File: src/design/scp_pkg.sv
// Constants for the system clock prescaler block
package scp_pkg;

   // ***********************************
   // Register map (byte addresses)
   // ***********************************
   localparam logic [7:0] SCP_ADDR_PRESCALE = 8'h28;
   localparam logic [7:0] SCP_ADDR_TRIM     = 8'h2c;
   localparam logic [7:0] SCP_ADDR_STATUS   = 8'h30;

   // ***********************************
   // Field layout
   // ***********************************
   localparam int SCP_UNLOCK_BIT  = 7;
   localparam int SCP_SEL_W       = 4;
   localparam int SCP_TRIM_W      = 8;
   localparam int SCP_DIV_W       = 8;
   localparam int SCP_ST_UNLOCK   = 0;
   localparam int SCP_ST_PENDING  = 1;
   localparam int SCP_ST_ACT_LSB  = 4;

   // ***********************************
   // Reset values and codes
   // ***********************************
   localparam logic [3:0] SCP_SEL_RST_PLAIN = 4'h0;
   localparam logic [3:0] SCP_SEL_RST_DIV8  = 4'h3;
   localparam logic [3:0] SCP_SEL_MAX       = 4'h8;
   localparam logic [7:0] SCP_TRIM_RST      = 8'h00;

   // ***********************************
   // Timing
   // ***********************************
   localparam logic [2:0] SCP_UNLOCK_TICKS = 3'h4;

   // ***********************************
   // Bus handshake states
   // ***********************************
   typedef enum logic [1:0] {
      SCP_BUS_IDLE = 2'b01,
      SCP_BUS_ACK  = 2'b10
   } scp_bus_e;

endpackage

File: src/design/scp_top.sv
// System clock prescaler with protected change sequence, clock output and RC trim
//
// What this block does
// - With the clock output fuse set, the divided clock overrides the pin's I/O.
// - No clock is driven on the output pin while reset is held.
// - The output pin carries the divided clock at selects 1 to 8 and holds steady high at select 0, never the undivided one.
// - One division factor feeds CPU, flash, I/O and ADC domains alike.
// - Factor changes are glitch-free; no intermediate period is shorter than both.
// - New factor starts right at the end of the old period in progress; a select written in its last cycle waits one more old period.
// - Divider counts on the master clock; its count is never readable.
// - Every reset loads the factory calibration value into all trim bits.
// - Trim writes take effect at once and steer the RC oscillator.
// - Top trim bit picks low or high range; ranges overlap.
// - Lower seven trim bits tune monotonically from 0x00 to 0x7f.
// - A new select value is accepted only while the unlock bit is set.
// - Setting unlock needs every other prescale register bit written as zero.
// - Unlock clears four cycles after setting or on select write; rewrites do nothing.
// - Prescale register bits 6 to 4 are read-only zero.
// - Select resets to 0000, or 0011 when the divide-by-eight fuse is set.
// - The unlock sequence accepts any select from 0 to 8 regardless of divide-by-eight fuse.
// - Select codes 0 to 8 divide by two to the power n; 9 to 15 reserved.
//
// Chosen here: register access over Avalon-MM.
module scp_top
   import scp_pkg::*;
#(
   parameter int TRIM_W = scp_pkg::SCP_TRIM_W,
   parameter int SEL_W  = scp_pkg::SCP_SEL_W
) (
   // Clock and reset
   input  wire logic        clock,
   input  wire logic        nrst,
   // Avalon-MM slave
   input  wire logic [7:0]  address,
   input  wire logic        read,
   input  wire logic        write,
   input  wire logic [31:0] writedata,
   output logic      [31:0] readdata,
   output logic             waitrequest,
   // Fuses and factory value
   input  wire logic        clock_output_fuse,
   input  wire logic        divide_by_eight_fuse,
   input  wire logic [7:0]  factory_trim,
   // Divided clock enables per domain
   output logic             cpu_clk_en,
   output logic             flash_clk_en,
   output logic             io_clk_en,
   output logic             adc_clk_en,
   // Oscillator trim
   output logic             trim_range_bit,
   output logic [6:0]       trim_fine_field,
   // Shared I/O pin
   input  wire logic        gpio_out,
   input  wire logic        gpio_oe,
   output logic             clock_output_pin_out,
   output logic             clock_output_pin_oe
);
   import scp_pkg::*;

   // ***********************************
   // Parameter checks
   // ***********************************
   if (TRIM_W != SCP_TRIM_W) begin : g_trim_chk
      $error("Trim width must be eight");
   end
   if (SEL_W != SCP_SEL_W) begin : g_sel_chk
      $error("Select width must be four");
   end

   // ***********************************
   // Functions
   // ***********************************
   // Low bits of the counter that make up one divided period
   function automatic logic [SCP_DIV_W-1:0] period_mask(input logic [3:0] n);
      logic [SCP_DIV_W:0] one_hot;
      one_hot = '0;
      one_hot[n] = 1'b1;
      return SCP_DIV_W'(one_hot - 9'h001);
   endfunction

   // ***********************************
   // Fuse synchronisers
   // ***********************************
   logic [1:0] fuse_meta_reg;
   logic [1:0] fuse_sync_reg;
   logic [7:0] ftrim_meta_reg;
   logic [7:0] ftrim_sync_reg;

   always_ff @(posedge clock) begin
      fuse_meta_reg <= {clock_output_fuse, divide_by_eight_fuse};
      fuse_sync_reg <= fuse_meta_reg;
   end

   // Factory value is static; two stages settle it well before reset ends
   always_ff @(posedge clock) begin
      ftrim_meta_reg <= factory_trim;
      ftrim_sync_reg <= ftrim_meta_reg;
   end

   wire cko_fuse  = fuse_sync_reg[1];
   wire div8_fuse = fuse_sync_reg[0];

   // ***********************************
   // State
   // ***********************************
   scp_bus_e           bus_reg;
   logic [31:0]        rdata_reg;
   logic [3:0]         sel_reg;
   logic [3:0]         act_sel_reg;
   logic [3:0]         pend_sel_reg;
   logic               pend_reg;
   logic               unlock_reg;
   logic [2:0]         unlock_cnt_reg;
   logic [SCP_DIV_W-1:0] div_cnt_reg;
   logic               tick_reg;
   logic               phase_reg;
   logic [7:0]         trim_reg;
   logic               pin_out_reg;
   logic               pin_oe_reg;
   logic               wait_reg;

   // ***********************************
   // Bus decode
   // ***********************************
   wire req        = read | write;
   wire take       = req & (bus_reg == SCP_BUS_ACK);
   wire wr_take    = write & take;
   wire hit_ps     = address == SCP_ADDR_PRESCALE;
   wire hit_trim   = address == SCP_ADDR_TRIM;
   wire hit_st     = address == SCP_ADDR_STATUS;
   wire wr_ps      = wr_take & hit_ps;
   wire wr_trim    = wr_take & hit_trim;
   wire [3:0] wsel = writedata[3:0];
   wire w_unlock   = writedata[SCP_UNLOCK_BIT];
   wire w_rest0    = writedata[6:0] == 7'h00;
   wire set_unlock = wr_ps & w_unlock & w_rest0 & ~unlock_reg;
   wire sel_write  = wr_ps & ~w_unlock;
   wire sel_accept = sel_write & unlock_reg;
   wire sel_legal  = wsel <= SCP_SEL_MAX;
   wire sel_load   = sel_accept & sel_legal;

   // ***********************************
   // Read data
   // ***********************************
   wire [7:0] rd_ps = {unlock_reg, 3'b000, sel_reg};
   wire [7:0] rd_st = {act_sel_reg, 2'b00, pend_reg, unlock_reg};
   wire [7:0] rd_byte = hit_ps   ? rd_ps
                      : hit_trim ? trim_reg
                      : hit_st   ? rd_st
                      : 8'h00;

   // ***********************************
   // Avalon handshake
   // ***********************************
   // One wait cycle: waitrequest drops in the cycle after the request shows
   always_ff @(posedge clock) begin
      if (!nrst) begin
         bus_reg   <= SCP_BUS_IDLE;
         rdata_reg <= 32'h0000_0000;
         wait_reg  <= 1'b1;
      end else begin
         case (bus_reg)
            SCP_BUS_IDLE: begin
               if (req) begin
                  bus_reg   <= SCP_BUS_ACK;
                  rdata_reg <= {24'h00_0000, rd_byte};
                  wait_reg  <= 1'b0;
               end
            end
            SCP_BUS_ACK: begin
               bus_reg  <= SCP_BUS_IDLE;
               wait_reg <= 1'b1;
            end
            default: begin
               bus_reg  <= SCP_BUS_IDLE;
               wait_reg <= 1'b1;
            end
         endcase
      end
   end

   // ***********************************
   // Unlock window
   // ***********************************
   // Counted in divided clock cycles, as the processor sees them
   wire unlock_expire = unlock_reg & tick_reg & (unlock_cnt_reg == 3'h1);

   always_ff @(posedge clock) begin
      if (!nrst) begin
         unlock_reg <= 1'b0;
      end else if (set_unlock) begin
         unlock_reg <= 1'b1;
      end else if (sel_write | unlock_expire) begin
         unlock_reg <= 1'b0;
      end
   end

   // Rewrites while open never reload the count
   always_ff @(posedge clock) begin
      if (!nrst) begin
         unlock_cnt_reg <= 3'h0;
      end else if (set_unlock) begin
         unlock_cnt_reg <= SCP_UNLOCK_TICKS;
      end else if (sel_write | unlock_expire) begin
         unlock_cnt_reg <= 3'h0;
      end else if (unlock_reg & tick_reg) begin
         unlock_cnt_reg <= unlock_cnt_reg - 3'h1;
      end
   end

   // ***********************************
   // Select registers
   // ***********************************
   wire [3:0] sel_rst = div8_fuse ? SCP_SEL_RST_DIV8 : SCP_SEL_RST_PLAIN;

   always_ff @(posedge clock) begin
      if (!nrst) begin
         sel_reg <= sel_rst;
      end else if (sel_load) begin
         sel_reg <= wsel;
      end
   end

   // ***********************************
   // Divider
   // ***********************************
   wire [SCP_DIV_W-1:0] mask = period_mask(act_sel_reg);
   wire [SCP_DIV_W-1:0] half = mask >> 1;
   wire boundary = (div_cnt_reg & mask) == mask;
   // Switch only at a period boundary so no short pulse appears
   wire apply    = boundary & pend_reg & ~sel_load;

   always_ff @(posedge clock) begin
      if (!nrst) begin
         pend_sel_reg <= sel_rst;
      end else if (sel_load) begin
         pend_sel_reg <= wsel;
      end
   end

   // A new write wins over a boundary in the same cycle; it goes pending
   always_ff @(posedge clock) begin
      if (!nrst) begin
         act_sel_reg <= sel_rst;
         pend_reg    <= 1'b0;
      end else if (sel_load) begin
         pend_reg    <= 1'b1;
      end else if (apply) begin
         act_sel_reg <= pend_sel_reg;
         pend_reg    <= 1'b0;
      end
   end

   // Count stays internal; no register path reads it
   always_ff @(posedge clock) begin
      if (!nrst) begin
         div_cnt_reg <= '0;
      end else begin
         div_cnt_reg <= boundary ? '0 : div_cnt_reg + 1'b1;
      end
   end

   always_ff @(posedge clock) begin
      if (!nrst) begin
         tick_reg <= 1'b0;
      end else begin
         tick_reg <= boundary;
      end
   end

   // High for the first half of each period, steady high at divide by one
   always_ff @(posedge clock) begin
      if (!nrst) begin
         phase_reg <= 1'b0;
      end else begin
         phase_reg <= (mask == '0) | ((div_cnt_reg & mask) < half) | boundary;
      end
   end

   // ***********************************
   // Domain clock enables
   // ***********************************
   logic cpu_en_reg;
   logic flash_en_reg;
   logic io_en_reg;
   logic adc_en_reg;

   // One flop per domain keeps each enable local to its own load
   always_ff @(posedge clock) begin
      if (!nrst) begin
         cpu_en_reg <= 1'b0;
      end else begin
         cpu_en_reg <= boundary;
      end
   end

   always_ff @(posedge clock) begin
      if (!nrst) begin
         flash_en_reg <= 1'b0;
      end else begin
         flash_en_reg <= boundary;
      end
   end

   always_ff @(posedge clock) begin
      if (!nrst) begin
         io_en_reg <= 1'b0;
      end else begin
         io_en_reg <= boundary;
      end
   end

   always_ff @(posedge clock) begin
      if (!nrst) begin
         adc_en_reg <= 1'b0;
      end else begin
         adc_en_reg <= boundary;
      end
   end

   // ***********************************
   // Oscillator trim
   // ***********************************
   // Bit 7 picks the range, bits 6:0 tune inside it; passed through unchanged
   always_ff @(posedge clock) begin
      if (!nrst) begin
         trim_reg <= ftrim_sync_reg;
      end else if (wr_trim) begin
         trim_reg <= writedata[7:0];
      end
   end

   // ***********************************
   // Clock output pin
   // ***********************************
   always_ff @(posedge clock) begin
      if (!nrst) begin
         pin_out_reg <= 1'b0;
      end else if (cko_fuse) begin
         pin_out_reg <= phase_reg;
      end else begin
         pin_out_reg <= gpio_out;
      end
   end

   // Port function returns one cycle late when the fuse is clear
   always_ff @(posedge clock) begin
      if (!nrst) begin
         pin_oe_reg <= 1'b0;
      end else if (cko_fuse) begin
         pin_oe_reg <= 1'b1;
      end else begin
         pin_oe_reg <= gpio_oe;
      end
   end

   // ***********************************
   // Outputs
   // ***********************************
   assign readdata             = rdata_reg;
   assign waitrequest          = wait_reg;
   assign cpu_clk_en           = cpu_en_reg;
   assign flash_clk_en         = flash_en_reg;
   assign io_clk_en            = io_en_reg;
   assign adc_clk_en           = adc_en_reg;
   assign trim_range_bit       = trim_reg[7];
   assign trim_fine_field      = trim_reg[6:0];
   assign clock_output_pin_out = pin_out_reg;
   assign clock_output_pin_oe  = pin_oe_reg;

endmodule

File: config.mk
export PLATFORM = sky130hd
export DESIGN_NAME = scp_top
export DESIGN_NICKNAME = d
export VERILOG_FILES = /design/src/design/scp_pkg.sv /design/src/design/scp_top.sv
export SDC_FILE = /design/constraint.sdc
export NUM_CORES = 1
export LEC_CHECK = 0
export BUFFER_PORTS_ARGS = -buffer_cell sky130_fd_sc_hd__buf_4
export CORE_MARGIN = 4
export CORE_UTILIZATION = 34
export DETAILED_ROUTE_END_ITERATION = 10
export GPL_TIMING_DRIVEN = 0
export SYNTH_ARGS = -nofsm -noshare
export SYNTH_HDL_FRONTEND = slang
export SYNTH_SLANG_ARGS = --single-unit
File: constraint.sdc
create_clock -name clock -period 5.7 [get_ports clock]
set_clock_uncertainty 0.15 [all_clocks]
set_input_delay 0.285 -clock clock [delete_from_list [all_inputs] [get_ports clock]]
set_output_delay 0.285 -clock clock [all_outputs]
set_load 0.005 [all_outputs]
==> metrics, run 1 <==
vias per cell=4.68; unrepaired setup endpoints after global routing=false; Pins Over Slew Limit=0; H-tree depth=3; DRT iter0 DRCs=107; WL per Instance=13.2 um; final wirelength=between 6000 and 7000 um; number of synthesized flops with an enable pin=16; Synth top area share=0.319; Seq cells post-synth=63; Worst-path clk slew=about 80 ps; fin area=3900 um2; Worst Tran Pin Value=between 600 and 700 ps; largest family of logic cells by synthesized area=simple AND/OR/NAND/NOR gates; Required @ worst endpoint=5820 ps; antenna violations before repair=0; Synth Flop Type=dfxtp_1; placed insts=481; status=completed; Post-CTS Setup Inserts=0; ys async rst share=0; Worst Hold Class=in2reg; post-DP HPWL=a little over 5000 um; port buffer count=54; Initial Util=0.354; Antenna Cells=0; Leak Pwr=0.00172 uW; die height=roughly 100 um; Post-Syn Instances=298; full die area=just over 10,000 um2; Switch Pwr=264 uW; Hold Vio Cnt, Final=0; internal cell power=767 uW; Rel. slew slack=0.577; worst skew pair latency=350 ps; CP Class=reg2reg; drt first pass iters=4; Antenna Violating Nets Remaining=0; CP arrival=3720 ps; Post-DP Area=3590 um2; Net Sw Frac=0.256; post-layout util=0.468; fin cells=507; setup TNS=0 ps; num ports=103; VDD IR max=0.191 mV; share of post-route cells with drive strength above 1=0.284; clk root buf=clkbuf_8; simple-gate share of the synthesized area=0.184; Netlist cell types=62; fmax=about 0.28 GHz; gr ovfl total=0; pin count of the biggest net entering global routing=14; synth warn=0; Area Overhead vs Synth=32.1%; DR vias=2,375; mux share of post-synthesis cell area=0.0288; Flop pwr share=0.478; worst-path maximum fanout=10; type of origin of the critical path=register; clk buf depth=2; max cap viols=0; Synth area leaders=dfxtp_1 (32%), edfxtp_1 (16%), buf_4 (6.9%); fin nets=between 400 and 500; Post-Synth Adder-Cell Area=0.0424; clock power share=0.397; xor and xnor area share after synthesis=0.0237; Synth Area in Compound Gates=0.130; Power Dens Cells=roughly 260 nW/um2; number of global-route vias before repair=2,229; clock sinks=63; Setup crit end kind=register; Die X=101 um; minimum clock period after layout=3600 ps; DR DRC count=0; post-synth top area cell=dfxtp_1; fraction of the yosys area taken by sequential cells=0.481; TritonCTS clock tree=yes; Tcrit/Tclk final=0.631; syn avg cell area=9.91 um2; Comb power frac=0.124; Mapped Area=around 3000 um2; core area=8340 um2; GRT Util Overall=0.138; global-route wire length before repair=10,900 um; Num CTS Buffers=9; row count=33; Tot Pwr=1030 uW; final setup fails=0; gpl congestion=0.874
routing by layer:
metal / GRT usage / part of all wire / wire [um] / vias up
li1: - / - / - / 1201
met1: 0.168 / 0.44 / 2930 / 1081
met2: 0.226 / 0.47 / 3130 / 86
met3: 0.0565 / 0.083 / 557 / 7
met4: 0.0409 / 0.013 / 88 / 0
met5: 0 / 0 / 0 / -
final timing paths:
| path | from | end | slack (ps) | cells after the start |
|---|---|---|---|---|
| setup / recovery | act_sel_reg[3] | phase_reg | 2100 | 15 |
| hold / removal | gpio_oe | clock_output_pin_oe | 9 | 3 |
| setup reg to reg | act_sel_reg[3] | phase_reg | 2100 | 15 |
| hold reg to reg | fuse_meta_reg[1] | fuse_sync_reg[1] | 180 | 0 |
cell usage after synthesis, drive strengths merged (6+ instances only):
cell type	n
a21oi	9
clkbuf	8
dfxtp	47
nand2	15
a22oi	7
ha	10
edfxtp	16
inv	17
nor2	24
nand3	10
buf	30
nor4	6
o21ai	15
cells in the final DEF (no fill, tap or decap), types with 3 or more instances in the layout:
cell,instances
inv_1,17
dlygate4sd3_1,10
conb_1,24
xor2_1,3
nor2_1,23
ha_1,10
o22ai_1,4
a22oi_1,7
o21ai_1,6
nand2_1,15
buf_4,82
dfxtp_1,47
nand3_1,10
mux2i_1,4
o21ai_0,9
and3_1,4
clkbuf_8,10
nor3b_1,3
nand2b_1,5
nor4_1,6
mux2_2,4
and2_1,4
nor2b_1,5
clkbuf_1,8
a21oi_1,9
edfxtp_1,16
xnor2_1,5
metrics by stage:
stage	hold slack (ps)	setup slack, ps
after detailed placement	164	2110
after global routing	2.04	1740
after global placement	160	2120
after floorplan	160	2440
final	9.38	2100
after CTS	10.7	2070
layout make-up:
class / count / area [um2]
Clock buffer: 10 / 138
Clock inverter: 6 / 73.8
Fill cell: 816 / 4440
Buffer: 38 / 254
Sequential cell: 63 / 1420
Tap cell: 105 / 131
Inverter: 18 / 67.6
Multi-Input combinational cell: 202 / 1310
Timing Repair Buffer: 65 / 513
power groups by stage:
stage / clock [uW] / sequential (uW) / combinational [uW]
2_1_floorplan: 0 / 499 / 77.1
3_3_place_gp: 0 / 503 / 120
3_5_place_dp: 0 / 503 / 122
4_1_cts: 422 / 493 / 128
5_1_grt: 446 / 495 / 143
6_report: 409 / 493 / 128
cells by family (layout without fill, tap and decap cells):
kind of cell,Yosys count,after routing
and+or+nand+nor,96,96
adders and majority gates,10,10
buffers and inverters,56,137
muxes,8,8
xor gates and xnor gates,8,8
DFF,63,63
AOI/OAI and AO/OA,56,56
other,1,24
worst max-delay path: stages (launching register included):
cell and delay (ps):
edfxtp_1 520, clkbuf_1 260, or4_1 500, ha_1 260, clkbuf_1 240, nor4b_1 290
a21oi_1 90, o2bb2ai_1 220, inv_1 90, nor2_1 110, ha_1 250, o21a_1 100
o21ai_0 130, nand2b_1 70, and3_1 150, o22ai_1 100
what timing repair did:
item	4_1_cts	5_1_grt
hold buffers	10	0
resized for setup	0	0
hold endpoints to repair	10	0
(Power assumes the default switching activity.)
==> run 2: changes to the inputs <==
Clock period 5.7 ns to 3.45 ns, I/O delays scaled along.
==> run 2 against run 1 <==
Maximum frequency up 9.5%; largest power group unchanged; sequential share of layout area decreased by 1.1 points; global-route usage about the same; worst setup slack got worse by 1900 ps; critical path type unchanged; count of clock-buffer cells in the layout stayed put; first-iteration DRC count grew 10%; utilization is 1.4 points higher; flip-flop and latch count unchanged.
==> metrics, run 2 (synthesis gave the netlist of run 1 again) <==
worst skew pair latency=350 ps (about the same); WL per Instance=13.2 um (+0.12%); most common cell after layout, fill and taps aside=buf_4; Crit path max-delay family=simple AND/OR/NAND/NOR gates; final wirelength=6820 um (+1.7%); Comb power frac=0.131 (+0.007); clk root buf=clkbuf_8; row count=33 (unchanged); DR vias=2,409 (+1.4%); GRT Util Overall=0.139 (+0.000431); Flop pwr share=0.474 (-0.004); drt first pass iters=4 (unchanged); global-route wire length before repair=10,900 um (+0.31%); Net Sw Frac=0.257 (+0.00102); clk buf depth=2 (unchanged); Die X=101 um (unchanged); Setup crit end kind=register; fin nets=471 (+1.7%); Antenna Cells=0 (unchanged); port buffer count=54 (unchanged); Initial Util=0.354 (unchanged); post-DP HPWL=5170 um (unchanged); Worst-path clk slew=80 ps (about the same); final setup fails=0 (unchanged); TritonCTS clock tree=yes; core area=8340 um2 (unchanged); minimum clock period after layout=3290 ps (-313 ps); Num CTS Buffers=9 (unchanged); number of global-route vias before repair=2,270 (+1.8%); gr ovfl total=0 (unchanged); Switch Pwr=441 uW (+67%); vias per cell=4.68 (-0.14%); Required @ worst endpoint=3570 ps (-2250 ps); type of origin of the critical path=register; Tot Pwr=1720 uW (+67%); Power Dens Cells=427 nW/um2 (+62%); full die area=10,200 um2 (unchanged); Hold Vio Cnt, Final=0 (unchanged); worst path cell trace=buf_4 > or4_4 > ha_2 > clkbuf_4 > nor3_1 > a21oi_1 > o31a_1 > ha_1 > a22o_1 > nor4_1 > o21ai_1 > and3_1 > o22ai_1; Antenna Violating Nets Remaining=0 (unchanged); num ports=103 (unchanged); clock sinks=63 (unchanged); worst-path maximum fanout=10 (unchanged); pin count of the biggest net entering global routing=14 (unchanged); antenna violations before repair=0 (unchanged); status=completed; gpl congestion=0.874 (unchanged); FILL cells=794 (-2.7%); Worst Path Buf+Inv=2 (-1); Rel. slew slack=0.577 (about the same); VDD IR max=0.318 mV (+66%); Area Overhead vs Synth=36.1%; clock power share=0.395 (-0.002); die height=101 um (unchanged); slowest CP cell=or4_4; CP arrival=3410 ps (-310 ps); Worst Hold Class=in2reg; post-layout util=0.482 (+0.0141); internal cell power=1280 uW (+67%); DRT iter0 DRCs=118 (+10%); Worst Tran Pin Value=634 ps (-0.0613 ps); share of post-route cells with drive strength above 1=0.293 (+0.00910); H-tree depth=3 (unchanged); max cap viols=0 (unchanged); CP Class=reg2reg; commonest cells after routing, fill and taps aside=buf_4 (84), dfxtp_1 (47), conb_1 (24), nor2_1 (23), dlygate4sd3_1 (18); Fin Hold WS=34.6 ps (+25.2 ps); Leak Pwr=0.00177 uW (+2.6%); fmax=0.304 GHz (+9.5%); DR DRC count=0 (unchanged); CP max stage delay=530 ps (about the same); Tcrit/Tclk final=0.953 (+0.321); Pins Over Slew Limit=0 (unchanged)
run 2: changes by cell type in the layout (fill, tap and decap cells not counted), sizes merged:
cell / delta
buf: +1
dlygate4sd3: +8
clkbuf: -1
run 2: worst reg2reg max path, delay by kind of cell (launching register included):
| kind | cells | cell delay, ps |
|---|---|---|
| flip-flops | 1 | 390 |
| AND/OR/NAND/NOR | 4 | 1000 |
| buffers and inverters | 2 | 380 |
| AO/OA/AOI/OAI | 5 | 760 |
| adder cells (fa/ha/maj) | 2 | 530 |
run 2: power groups by stage:
| stage | logic, uW | registers, uW | clock network, uW |
|---|---|---|---|
| 2_1_floorplan | 127 | 825 | 0 |
| 3_3_place_gp | 198 | 831 | 0 |
| 3_5_place_dp | 201 | 831 | 0 |
| 4_1_cts | 223 | 812 | 698 |
| 5_1_grt | 251 | 818 | 736 |
| 6_report | 225 | 814 | 678 |
run 2: path summary, 6_finish.rpt:
| check | cells past startpoint | to | slack, ps | from |
|---|---|---|---|---|
| hold reg to reg | 0 | fuse_sync_reg[1] | 180 | fuse_meta_reg[1] |
| setup / recovery | 13 | phase_reg | 160 | act_sel_reg[1] |
| hold / removal | 2 | pend_sel_reg[2] | 30 | writedata[2] |
| setup reg to reg | 13 | phase_reg | 160 | act_sel_reg[1] |
run 2: cell type report:
class,count,area [um2],area share
Multi-Input combinational cell,202,1330,0.331
Buffer,37,256,0.0638
Clock buffer,10,138,0.0342
Timing Repair Buffer,74,601,0.149
Tap cell,105,131,0.0327
Sequential cell,63,1420,0.353
Clock inverter,6,73.8,0.0184
Inverter,18,67.6,0.0168
run 2: repair_timing:
item / CTS / global route
endpoints found under the setup margin: 5 / 5
endpoints found under the hold margin: 20 / 0
pin swaps: 0 / 1
cloned: 0 / 0
resized for setup: 2 / 9
hold buffers: 18 / 0
buffers inserted: 1 / 0
run 2: stage by stage:
| stage | instances | cell area, um2 | worst slack, ps | setup TNS (ps) |
|---|---|---|---|---|
| global placement | 480 | 3580 | -133 | -525 |
| global route | 515 | 4020 | -22.5 | -22.5 |
| detailed placement | 481 | 3590 | -142 | -562 |
| finish | 515 | 4020 | 164 | 0 |
| floorplan | 321 | 3040 | 186 | 0 |
| CTS | 516 | 4000 | 5.11 | 0 |
run 2: per-layer routing:
| layer | wire length [um] | vias to the layer above | global-route usage |
|---|---|---|---|
| li1 | - | 1217 | - |
| met1 | 3010 | 1100 | 0.166 |
| met2 | 3180 | 85 | 0.230 |
| met3 | 540 | 7 | 0.0551 |
| met4 | 88 | 0 | 0.0409 |
| met5 | 0 | - | 0 |
